<file path="src/sdp_regs.vh">
// Behaviour
// - three data registers, operand register, serial adder, carry, operand selectors
// - words move one bit per bit time; each operation finishes whole word
// - data registers recirculate; only the destination takes new bits
// - first operand is a data register or zero; second is operand or jump
// - result goes to chosen registers and out serially on data_out
// - least-bit flag follows first result bit
// - most-bit flag follows eighth result bit
// - all-ones flag set only if all eight result bits are one
// - overflow flag reports add overflow; logic ops force a preset value
// - program counter is eight bits, advances by one or two
// - jump register holds a target that replaces the counted address
// - program counter addresses the next microinstruction read
// - microprogram store holds 256 words of 12 bits
// - run and load modes from an external switch; run fetches from the store
// - load mode fetches a 32-word boot program and takes bus writes to the store
// - next address is counter plus one, plus two, or jump register
// - literals to operand register are inverted; jump literals are not
// - clear input forces the program counter to zero
`ifndef SDP_REGS_VH
`define SDP_REGS_VH

// register byte offsets
`define SDP_OFF_OP       8'h00
`define SDP_OFF_STATUS   8'h04
`define SDP_OFF_LITERAL  8'h08
`define SDP_OFF_SEQ      8'h0c
`define SDP_OFF_PC       8'h10
`define SDP_OFF_DATA     8'h14
`define SDP_OFF_JUMP     8'h18
`define SDP_OFF_STORE    8'h1c

// operation register fields
`define SDP_OP_SRC1_LO   0
`define SDP_OP_SRC1_HI   1
`define SDP_OP_SRC2      2
`define SDP_OP_DEST_LO   3
`define SDP_OP_DEST_HI   7
`define SDP_OP_FN_LO     8
`define SDP_OP_FN_HI     9
`define SDP_OP_OVPRE     10

// adder functions
`define SDP_FN_ADD       2'h0
`define SDP_FN_AND       2'h1
`define SDP_FN_OR        2'h2
`define SDP_FN_XOR       2'h3

// first operand selections
`define SDP_SRC1_ZERO    2'h0
`define SDP_SRC1_FIRST   2'h1
`define SDP_SRC1_SECOND  2'h2
`define SDP_SRC1_THIRD   2'h3

// destination mask bits
`define SDP_DST_FIRST    0
`define SDP_DST_SECOND   1
`define SDP_DST_THIRD    2
`define SDP_DST_OPERAND  3
`define SDP_DST_JUMP     4

// literal register fields
`define SDP_LIT_TO_JUMP  8
`define SDP_LIT_AND_PC   9

// successor selections
`define SDP_SUCC_STEP    2'h0
`define SDP_SUCC_SKIP    2'h1
`define SDP_SUCC_JUMP    2'h2

// sizes and reset values
`define SDP_WORD_W       8
`define SDP_INSTR_W      12
`define SDP_STORE_DEPTH  256
`define SDP_BOOT_DEPTH   32
`define SDP_BOOT_AW      5
`define SDP_BIT_DIV      10
`define SDP_BIT_LAST     3'h7
`define SDP_PC_RESET     8'h00

`endif

</file>
<file path="src/sdp_shift_reg.v">
`timescale 1ns/100ps
`include "sdp_regs.vh"

// recirculating shift register, least bit leaves first
module sdp_shift_reg #(
   parameter WIDTH = `SDP_WORD_W
) (
   // clock and reset
   input wire hclk,
   input wire hresetn,
   // parallel load
   input wire load_en,
   input wire [WIDTH-1:0] load_val,
   // serial side
   input wire shift_en,
   input wire dest_en,
   input wire in_bit,
   output wire out_bit,
   output reg [WIDTH-1:0] q
);

   assign out_bit = q[0];

   // rotate or take the new result bit at the top
   always @(posedge hclk or negedge hresetn) begin
      if (!hresetn) begin
         q <= {WIDTH{1'b0}};
      end else if (load_en) begin
         q <= load_val;
      end else if (shift_en) begin
         q <= {(dest_en ? in_bit : q[0]), q[WIDTH-1:1]};
      end
   end

endmodule // sdp_shift_reg

</file>
<file path="src/sdp_store.v">
`timescale 1ns/100ps
`include "sdp_regs.vh"

// read-write microprogram store plus fixed boot program
module sdp_store #(
   parameter DEPTH = `SDP_STORE_DEPTH,
   parameter WIDTH = `SDP_INSTR_W
) (
   // clock
   input wire hclk,
   // fetch side
   input wire [7:0] addr,
   input wire load_mode,
   output wire [WIDTH-1:0] instr,
   // write side
   input wire wr_en,
   input wire [WIDTH-1:0] wr_data
);

   reg [WIDTH-1:0] mem [0:DEPTH-1];
   reg [WIDTH-1:0] boot_word;

   // boot program image, low address bits only
   always @* begin
      case (addr[`SDP_BOOT_AW-1:0])
         5'h00: boot_word = 12'h000;
         5'h01: boot_word = 12'h0b1;
         5'h02: boot_word = 12'h1f2;
         5'h03: boot_word = 12'h002;
         default: boot_word = 12'h000;
      endcase
   end

   // load mode fetches from the boot program
   assign instr = load_mode ? boot_word : mem[addr];

   // store write, one word per strobe
   always @(posedge hclk) begin
      if (wr_en) begin
         mem[addr] <= wr_data;
      end
   end

endmodule // sdp_store

</file>
<file path="src/sdp_datapath.v">
`timescale 1ns/100ps
`include "sdp_regs.vh"

module sdp_datapath #(
   parameter BIT_DIV = `SDP_BIT_DIV
) (
   // clock and reset
   input wire hclk,
   input wire hresetn,
   // ahb-lite slave
   input wire hsel,
   input wire [7:0] haddr,
   input wire [1:0] htrans,
   input wire hwrite,
   input wire [2:0] hsize,
   input wire [31:0] hwdata,
   input wire hready,
   output wire hreadyout,
   output wire hresp,
   output wire [31:0] hrdata,
   // external pins
   input wire counter_clear_in,
   input wire load_mode_in,
   output reg data_out,
   output reg data_out_strobe,
   output wire [7:0] program_counter_out
);

   ////////////////////////////////////////////////////////////////////////
   // declarations

   reg [31:0] hrdata_q;
   reg wr_phase;
   reg [7:0] addr_q;
   reg [10:0] op_ctrl;
   reg busy;
   reg [2:0] bit_idx;
   reg carry;
   reg least_bit_flag;
   reg most_bit_flag;
   reg all_ones_flag;
   reg overflow_flag;
   reg [7:0] program_counter;
   reg [7:0] next_pc;
   reg [3:0] div_cnt;
   reg bit_tick;
   reg [31:0] read_mux;
   reg res_bit;
   reg x_bit;
   reg sum_carry;

   wire [7:0] data_reg_first;
   wire [7:0] data_reg_second;
   wire [7:0] data_reg_third;
   wire [7:0] operand_reg;
   wire [7:0] jump_address_reg;
   wire out_first;
   wire out_second;
   wire out_third;
   wire out_operand;
   wire out_jump;
   wire [11:0] instr;
   wire wr_op;
   wire wr_lit;
   wire wr_seq;
   wire wr_store;
   wire start;
   wire shift_en;
   wire y_bit;
   wire [4:0] dest;
   wire lit_operand;
   wire lit_jump;
   wire [7:0] rd_addr;
   wire rd_take;

   ////////////////////////////////////////////////////////////////////////
   // ahb-lite slave, zero wait states

   assign hreadyout = 1'b1;
   assign hresp = 1'b0;

   // capture the address phase
   always @(posedge hclk or negedge hresetn) begin
      if (!hresetn) begin
         wr_phase <= 1'b0;
         addr_q <= 8'h00;
      end else if (hready) begin
         wr_phase <= hsel & htrans[1] & hwrite;
         addr_q <= {haddr[7:2], 2'b00};
      end
   end

   // write strobes in the data phase
   assign wr_op = wr_phase && (addr_q == `SDP_OFF_OP);
   assign wr_lit = wr_phase && (addr_q == `SDP_OFF_LITERAL);
   assign wr_seq = wr_phase && (addr_q == `SDP_OFF_SEQ);
   assign wr_store = wr_phase && (addr_q == `SDP_OFF_STORE) && load_mode_in;

   // read decode on the address phase
   assign rd_addr = {haddr[7:2], 2'b00};
   assign rd_take = hsel && htrans[1] && !hwrite;

   // read mux, unmapped reads as zero
   always @* begin
      case (rd_addr)
         `SDP_OFF_OP: read_mux = {21'h000000, op_ctrl};
         `SDP_OFF_STATUS: read_mux = {25'h0000000, load_mode_in, carry, overflow_flag,
            all_ones_flag, most_bit_flag, least_bit_flag, busy};
         `SDP_OFF_PC: read_mux = {12'h000, instr, program_counter};
         `SDP_OFF_DATA: read_mux = {operand_reg, data_reg_third, data_reg_second,
            data_reg_first};
         `SDP_OFF_JUMP: read_mux = {24'h000000, jump_address_reg};
         default: read_mux = 32'h00000000;
      endcase
   end

   // read data from a flop, loaded at the address phase, zero outside a read
   always @(posedge hclk or negedge hresetn) begin
      if (!hresetn) begin
         hrdata_q <= 32'h00000000;
      end else if (hready) begin
         hrdata_q <= rd_take ? read_mux : 32'h00000000;
      end
   end

   assign hrdata = hrdata_q;

   ////////////////////////////////////////////////////////////////////////
   // bit time divider

   // one-cycle tick every BIT_DIV clocks
   always @(posedge hclk or negedge hresetn) begin
      if (!hresetn) begin
         div_cnt <= 4'h0;
         bit_tick <= 1'b0;
      end else if (div_cnt == BIT_DIV[3:0] - 4'h1) begin
         div_cnt <= 4'h0;
         bit_tick <= 1'b1;
      end else begin
         div_cnt <= div_cnt + 4'h1;
         bit_tick <= 1'b0;
      end
   end

   ////////////////////////////////////////////////////////////////////////
   // operation control

   assign start = wr_op && !busy;
   assign shift_en = busy && bit_tick;
   assign dest = op_ctrl[`SDP_OP_DEST_HI:`SDP_OP_DEST_LO];

   // eight bit times per operation
   always @(posedge hclk or negedge hresetn) begin
      if (!hresetn) begin
         op_ctrl <= 11'h000;
         busy <= 1'b0;
         bit_idx <= 3'h0;
      end else if (start) begin
         op_ctrl <= hwdata[10:0];
         busy <= 1'b1;
         bit_idx <= 3'h0;
      end else if (shift_en) begin
         bit_idx <= bit_idx + 3'h1;
         if (bit_idx == `SDP_BIT_LAST) begin
            busy <= 1'b0;
         end
      end
   end

   ////////////////////////////////////////////////////////////////////////
   // serial adder and operand selectors

   // first operand: data register or zero
   always @* begin
      case (op_ctrl[`SDP_OP_SRC1_HI:`SDP_OP_SRC1_LO])
         `SDP_SRC1_FIRST: x_bit = out_first;
         `SDP_SRC1_SECOND: x_bit = out_second;
         `SDP_SRC1_THIRD: x_bit = out_third;
         default: x_bit = 1'b0;
      endcase
   end

   // second operand: operand or jump register
   assign y_bit = op_ctrl[`SDP_OP_SRC2] ? out_jump : out_operand;

   // result bit and carry out
   always @* begin
      sum_carry = 1'b0;
      case (op_ctrl[`SDP_OP_FN_HI:`SDP_OP_FN_LO])
         `SDP_FN_ADD: begin
            res_bit = x_bit ^ y_bit ^ carry;
            sum_carry = (x_bit & y_bit) | (carry & (x_bit ^ y_bit));
         end
         `SDP_FN_AND: res_bit = x_bit & y_bit;
         `SDP_FN_OR: res_bit = x_bit | y_bit;
         default: res_bit = x_bit ^ y_bit;
      endcase
   end

   // carry and condition flags
   always @(posedge hclk or negedge hresetn) begin
      if (!hresetn) begin
         carry <= 1'b0;
         least_bit_flag <= 1'b0;
         most_bit_flag <= 1'b0;
         all_ones_flag <= 1'b0;
         overflow_flag <= 1'b0;
      end else if (start) begin
         carry <= 1'b0;
      end else if (shift_en) begin
         carry <= sum_carry;
         if (bit_idx == 3'h0) begin
            least_bit_flag <= res_bit;
            all_ones_flag <= res_bit;
         end else begin
            all_ones_flag <= all_ones_flag & res_bit;
         end
         if (bit_idx == `SDP_BIT_LAST) begin
            most_bit_flag <= res_bit;
            if (op_ctrl[`SDP_OP_FN_HI:`SDP_OP_FN_LO] == `SDP_FN_ADD) begin
               overflow_flag <= sum_carry;
            end else begin
               overflow_flag <= op_ctrl[`SDP_OP_OVPRE];
            end
         end
      end
   end

   // serial result on the external line
   always @(posedge hclk or negedge hresetn) begin
      if (!hresetn) begin
         data_out <= 1'b0;
         data_out_strobe <= 1'b0;
      end else begin
         data_out_strobe <= shift_en;
         if (shift_en) begin
            data_out <= res_bit;
         end
      end
   end

   ////////////////////////////////////////////////////////////////////////
   // data registers

   // literal loads, operand takes the complement
   assign lit_operand = wr_lit && !busy && !hwdata[`SDP_LIT_TO_JUMP];
   assign lit_jump = wr_lit && !busy && hwdata[`SDP_LIT_TO_JUMP];

   sdp_shift_reg #(.WIDTH(`SDP_WORD_W)) u_first (
      .hclk(hclk),
      .hresetn(hresetn),
      .load_en(1'b0),
      .load_val(8'h00),
      .shift_en(shift_en),
      .dest_en(dest[`SDP_DST_FIRST]),
      .in_bit(res_bit),
      .out_bit(out_first),
      .q(data_reg_first));

   sdp_shift_reg #(.WIDTH(`SDP_WORD_W)) u_second (
      .hclk(hclk),
      .hresetn(hresetn),
      .load_en(1'b0),
      .load_val(8'h00),
      .shift_en(shift_en),
      .dest_en(dest[`SDP_DST_SECOND]),
      .in_bit(res_bit),
      .out_bit(out_second),
      .q(data_reg_second));

   sdp_shift_reg #(.WIDTH(`SDP_WORD_W)) u_third (
      .hclk(hclk),
      .hresetn(hresetn),
      .load_en(1'b0),
      .load_val(8'h00),
      .shift_en(shift_en),
      .dest_en(dest[`SDP_DST_THIRD]),
      .in_bit(res_bit),
      .out_bit(out_third),
      .q(data_reg_third));

   sdp_shift_reg #(.WIDTH(`SDP_WORD_W)) u_operand (
      .hclk(hclk),
      .hresetn(hresetn),
      .load_en(lit_operand),
      .load_val(~hwdata[7:0]),
      .shift_en(shift_en),
      .dest_en(dest[`SDP_DST_OPERAND]),
      .in_bit(res_bit),
      .out_bit(out_operand),
      .q(operand_reg));

   sdp_shift_reg #(.WIDTH(`SDP_WORD_W)) u_jump (
      .hclk(hclk),
      .hresetn(hresetn),
      .load_en(lit_jump),
      .load_val(hwdata[7:0]),
      .shift_en(shift_en),
      .dest_en(dest[`SDP_DST_JUMP]),
      .in_bit(res_bit),
      .out_bit(out_jump),
      .q(jump_address_reg));

   ////////////////////////////////////////////////////////////////////////
   // program counter and successor selection

   // clear first, then store write, literal jump, successor
   always @* begin
      next_pc = program_counter;
      if (counter_clear_in) begin
         next_pc = `SDP_PC_RESET;
      end else if (wr_store) begin
         next_pc = program_counter + 8'h01;
      end else if (lit_jump && hwdata[`SDP_LIT_AND_PC]) begin
         next_pc = hwdata[7:0];
      end else if (wr_seq) begin
         case (hwdata[1:0])
            `SDP_SUCC_STEP: next_pc = program_counter + 8'h01;
            `SDP_SUCC_SKIP: next_pc = program_counter + 8'h02;
            `SDP_SUCC_JUMP: next_pc = jump_address_reg;
            default: next_pc = program_counter;
         endcase
      end
   end

   // program counter register
   always @(posedge hclk or negedge hresetn) begin
      if (!hresetn) begin
         program_counter <= `SDP_PC_RESET;
      end else begin
         program_counter <= next_pc;
      end
   end

   assign program_counter_out = program_counter;

   ////////////////////////////////////////////////////////////////////////
   // microprogram store

   sdp_store #(.DEPTH(`SDP_STORE_DEPTH), .WIDTH(`SDP_INSTR_W)) u_store (
      .hclk(hclk),
      .addr(program_counter),
      .load_mode(load_mode_in),
      .instr(instr),
      .wr_en(wr_store),
      .wr_data(hwdata[11:0]));

endmodule // sdp_datapath

</file>
<file path="config.mk">
export PLATFORM = sky130hd
export DESIGN_NAME = sdp_datapath
export DESIGN_NICKNAME = d
export VERILOG_FILES = /design/src/sdp_shift_reg.v /design/src/sdp_store.v /design/src/sdp_datapath.v
export VERILOG_INCLUDE_DIRS = /design/src
export SDC_FILE = /design/constraint.sdc
export NUM_CORES = 2
export LEC_CHECK = 0
export BUFFER_PORTS_ARGS = -buffer_cell sky130_fd_sc_hd__buf_4
export CAP_MARGIN = 20
export CORE_MARGIN = 2
export CORE_UTILIZATION = 27
export DETAILED_ROUTE_END_ITERATION = 8
export GPL_ROUTABILITY_DRIVEN = 0
export PLACE_DENSITY_LB_ADDON = 0.1
export SLEW_MARGIN = 10
export SYNTH_ARGS = -nofsm -noshare
export SYNTH_HDL_FRONTEND = slang
export SYNTH_SLANG_ARGS = --single-unit
</file>
<file path="constraint.sdc">
create_clock -name hclk -period 6.21 [get_ports hclk]
set_input_delay 1.242 -clock hclk [delete_from_list [all_inputs] [get_ports hclk]]
set_output_delay 1.242 -clock hclk [all_outputs]
set_load 0.01 [all_outputs]
</file>
After elaboration in Yosys (flattened, before gate mapping) --
Memory sizes are Yosys's and may differ from the RTL's. Index checks and enable logic that the tools add are counted.
Storage, ports and cells: memories kept 1, input bits 52, register bits 114, output and inout port bits 44, bits in writable memories 3072, word-level logic and storage cells 123
Memory list:
- u_store.mem | depth 256, width 12, rd ports 1, clocked after Yosys merged registers in 0, wr ports 1, line sdp_store.v:20 | reg [WIDTH-1:0] mem [0:DEPTH-1];
Operators by class: reductions and logical operators 32, equal/unequal tests 19, mux-type cells 35, add/subtract/negate cells 4, bitwise logic cells 11
Operator list (number):
- $pmux 32 s5 | 1
- $mux 8 | 8
- $mux 32 | 1
- $pmux 9 s3 | 1
- $eq 6x3->1 const B | 4
- $pmux 8 s3 | 1
- $mux 1 | 17
- $logic_not 8->1 | 2
- $logic_and 1x1->1 | 13
- $eq 6x2->1 const B | 2
- $mux 12 | 1
- $eq 5x2->1 const B | 2
- $add 8x1->8 const B | 1
- $add 8x2->8 const B | 1
- $eq 2x2->1 const B | 4
- $not 8->8 | 1
- $reduce_bool 2->1 | 4
- $eq 2x1->1 const B | 3
- $eq 6x1->1 const B | 1
- $mux 3 | 2
- $pmux 1 s3 | 2
- $reduce_and 2->1 | 3
- $reduce_and 3->1 | 2
- $reduce_bool 6->1 | 1
- 14 further kinds | 23

Depth between registers and ports, before layout --
depth in word-level cells 8, mapped depth 14, mapped depth without buffers 9

Cells and area by module --
A second synthesis with hierarchy kept.
Second synthesis, totals: cell total of the unflattened synthesis 6023, area total of the unflattened synthesis 124505.7 µm²
Modules (own cells, without submodules):
- sdp_store | seq. area each 92248.5 µm², instances 1, cells each 5382, area an instance 118354.8 µm²
- sdp_datapath | seq. area each 1851.8 µm², instances 1, cells each 456, area an instance 4161.5 µm²
- sdp_shift_reg | seq. area each 200.2 µm², instances 5, cells each 37, area an instance 397.9 µm²

Worst setup path before layout --
OpenSTA, ideal clock, no wires.
path type input to register, start point input port load_mode_in, end point memory u_store.mem[115][0] (netlist name), enable pin, cell stages on the path 7, setup time 380 ps, slack 2833 ps, data required time 5830 ps, arrival time 2997 ps, path buffers 2, cell sequence nand2_1 or2_2 clkbuf_1 nor3_1 nand2_1 clkbuf_1 nor2_1
Between the ends: longest elaborated chain between the ends 3
Ends and longest elaborated chain:
- start: declaration | line sdp_datapath.v:23 | input wire load_mode_in,
- $logic_and 1x1->1 | line sdp_datapath.v:97 | assign wr_store = wr_phase && (addr_q == `SDP_OFF_STORE) && load_mode_in;
- $mux 1 | line sdp_store.v:39 | if (wr_en) begin
- $mux 1 (implied by the code) | line sdp_store.v:40 | mem[addr] <= wr_data;
- end: declaration | line sdp_store.v:20
No other way between the ends.

Worst setup path after layout --
start point register program_counter[3], in the netlist program_counter_out[3], end point register hrdata_q[17], in the netlist hrdata[17]
Between the ends: longest elaborated chain between the ends 4
Ends and longest elaborated chain:
- start: declaration | line sdp_datapath.v:43 | reg [7:0] program_counter;
- start signal: assignment | line sdp_datapath.v:329 | program_counter <= `SDP_PC_RESET;
- start signal: assignment | line sdp_datapath.v:331 | program_counter <= next_pc;
- $mem_v2 256x12
- $mux 12 | line sdp_store.v:35 | assign instr = load_mode ? boot_word : mem[addr];
- $pmux 32 s5 | line sdp_datapath.v:105 | case (rd_addr)
- $mux 32 | line sdp_datapath.v:122 | hrdata_q <= rd_take ? read_mux : 32'h00000000;
- end signal: assignment | line sdp_datapath.v:122
- end: declaration | line sdp_datapath.v:32 | reg [31:0] hrdata_q;
No other way between the ends. A chain may end at the register's enable or synchronous reset.

==> impl_metrics.py <==
metrics = {
    "run_status": {
        "status": "finished, final reports clean",
    },
    "logic_synthesis": {
        "ys.flop_type": "edfxtp_1",
        "synth_warnings": 0,
        "syn_area_per_cell_um2": 21.3,
        "synth_area_leaders": "edfxtp_1 74%, mux4_2 14%, dfrtp_1 2.3%",
        "synth_top_area_cell": "edfxtp_1",
        "synthCells": 5813,
        "synth_commonest_cells": "3072 x edfxtp_1, 776 x mux4_2, 311 x nor2_1",
        "yosysMostFrequentCell": "edfxtp_1",
        "ys_ff_latch": 3186,
        "synth-edff-count": 3072,
        "synth.distinct_cells": 81,
        "synth_fp_nets": 5879,
        "yosysTopAreaCellShare_pct": 74.5,
        "synth_area_um2": 124000,
        "ys_seq_area_share_pct": 76.8,
        "async_flop_share_pct": 3.58,
    },
    "power": {
        "power_mw": 47.5,
        "netSwitchingFraction_pct": 23.3,
        "ir_drop_mv": 0.223,
        "power.density_nw_per_um2": 325,
        "p_comb_share_pct": 5.7,
        "switchingPower_mw": 11.0,
        "p_int_mw": 36.4,
        "clockPowerShare_pct": 44.3,
        "seq_power_share_pct": 50.0,
        "p_leak_nw": 45.3,
    },
    "worst_hold_path": {
        "hp-class": "in2async",
    },
    "route": {
        "detail-route-antenna-nets": 0,
        "dr.pass1.iters": 5,
        "vias": 62100,
        "post-route-drc-count": 0,
        "vias_per_cell": 4.84,
        "avgRoutedWirePerCell_um": 32.3,
        "wl_um": 413000,
        "drtIter0Drc": 5760,
    },
    "global_routing": {
        "grt_pass1_vias": 64300,
        "antenna_found_initial": 44,
        "grt_max_degree": 152,
        "track_usage_pct": 17.5,
        "grt_pass1_wl_um": 563000,
        "grt-ovfl-total": 0,
    },
    "cells_and_area": {
        "syn_to_final_growth_pct": 17.9,
        "fin_nets": 6442,
        "finish.utilization_pct": 32.0,
        "layout-drive-gt1-share_pct": 28.2,
        "fillers": 43700,
    },
    "setup_path": {
        "critPathRequiredTime_ps": 7030,
        "reg2reg_from": "program_counter_out[3]",
        "r2r_cells": 8,
        "startpoint_type": "flip-flop",
        "crit_start": "program_counter_out[3]",
        "criticalPathCategory": "reg2reg",
        "cp.arrival_ps": 5700,
        "cp-end-kind": "flip-flop",
        "crit_fanout": 46,
    },
    "timing": {
        "setup_viol": 0,
        "fin_tns_setup_ps": 0,
        "slew_headroom_pct": 8.80,
        "fin_skew_ps": 79.1,
        "fmax_mhz": 205,
        "drv_slew": 0,
        "grt_setup_unrepaired": "false",
        "layout_min_cycle_time_ps": 4880,
        "tightest_slew_ps": 1370,
        "fin_crit_sh_pct": 78.5,
        "finalHoldViolations": 0,
    },
    "floorplanning": {
        "die_h_um": 681,
        "core_area_um2": 456000,
        "die_area_um2": 464000,
        "start_util_pct": 27.1,
        "die_w_um": 681,
        "io-pin-count": 96,
        "rows": 248,
    },
    "clock_tree": {
        "cts_hold_buffers": 0,
        "cts_buffer_depth": 4,
        "cts_max_level": 5,
        "clk_pin_slew_worst_paths_ps": 60,
        "cts_buffers": 373,
        "postCtsSetupRepairBufs": 0,
        "clkSinkCount": 3186,
        "worstSkewPairLatency_ps": 980,
        "cts_resized": 0,
        "root_buffer": "clkbuf_16",
        "cts_tree": "built",
    },
    "placement": {
        "port_buffers": 67,
        "dp_hpwl_um": 257000,
    },
    "run": {
        "cap_violations": 0,
    },
}
==> power groups by stage <==
stage / Clock [mW] / Sequential (mW) / Combinational (mW)
after floorplan: 0 / 24.1 / 1.10
after global placement: 0 / 24.2 / 2.76
after detailed placement: 0 / 24.2 / 2.78
after CTS: 21.7 / 23.7 / 2.79
after global routing: 22.5 / 23.7 / 2.84
final: 21.0 / 23.7 / 2.71
==> worst max-delay path, stage by stage, from the launching register on <==
cell and delay (ps):
dfrtp_4 850, inv_8 580, buf_12 470, mux2i_1 340, nor3_1 110, nor3_1 810, nand4_1 580, nor4_1 690
a22oi_1 140
==> routing by layer <==
metal	track usage (%)	up-vias	wire, µm
met3	2.57	466	19600
met5	0	-	0
met2	28.6	1604	197000
met4	3.86	0	9160
li1	-	25500	-
met1	24.8	34500	188000
==> worst paths after layout <==
kind,endpoint,slack [ps]
worst max-delay path,hrdata[17],1330
worst min-delay path,div_cnt[1],280
max in group asynchronous,program_counter_out[3],4720
min in group hclk,u_second.q[1],470
worst max register to register,hrdata[17],1330
worst min register to register,u_second.q[1],470
==> area by class of cell <==
class / instances / area, µm² / share of cell area, %
inverter: 26 / 105 / 0.0720
tap: 6125 / 7660 / 5.25
sequential: 3186 / 95100 / 65.2
timing repair buffer: 543 / 4580 / 3.14
clock buffer: 463 / 9690 / 6.64
antenna: 13 / 32.5 / 0.0223
clock inverter: 211 / 1880 / 1.29
multi-input combinational: 2246 / 26900 / 18.4
==> metrics by stage <==
stage	hold slack (ps)	cell area (µm²)	std cells	setup slack, ps
final	284	146000	12800	1330
after global placement	479	134000	12100	1430
after floorplan	450	124000	5813	2830
after CTS	213	146000	12800	1350
after global routing	281	146000	12800	1350
after detailed placement	481	134000	12100	1400
==> sequential cells by signal, indices dropped and copies added (netlist names), 3 cells and up <==
name and count:
u_store.mem 3072, hrdata 32, op_ctrl 11, program_counter_out 8, u_first.q 8, u_jump.q 8
u_operand.q 8, u_second.q 8, u_third.q 8, addr_q 6, div_cnt 4, bit_idx 3
==> layout by cell type, fill, tap and decap left out, types with 64 or more instances in the layout <==
cell type / n
dfrtp_1: 107
clkbuf_1: 88
clkbuf_16: 373
clkinv_1: 97
nor2_1: 306
nand2_1: 217
o21ai_0: 91
a21oi_1: 73
mux2i_1: 213
mux4_2: 776
buf_4: 497
edfxtp_1: 3072
a22oi_1: 79
clkinv_2: 64
==> cell families (layout without fill, tap and decap cells) <==
logic type / after synthesis / in the layout / synth area share (%)
flops: 3186 / 3186 / 76.8
mux: 1008 / 1008 / 16.0
simple gates: 697 / 697 / 2.40
compound gates: 518 / 518 / 2.97
buf+inv: 381 / 1243 / 1.62
fa+ha+maj: 14 / 14 / 0.148
xor+xnor: 7 / 7 / 0.0495
other cells: 2 / 15 / 0.00606
Note: power is estimated with default switching activity, not from simulation.
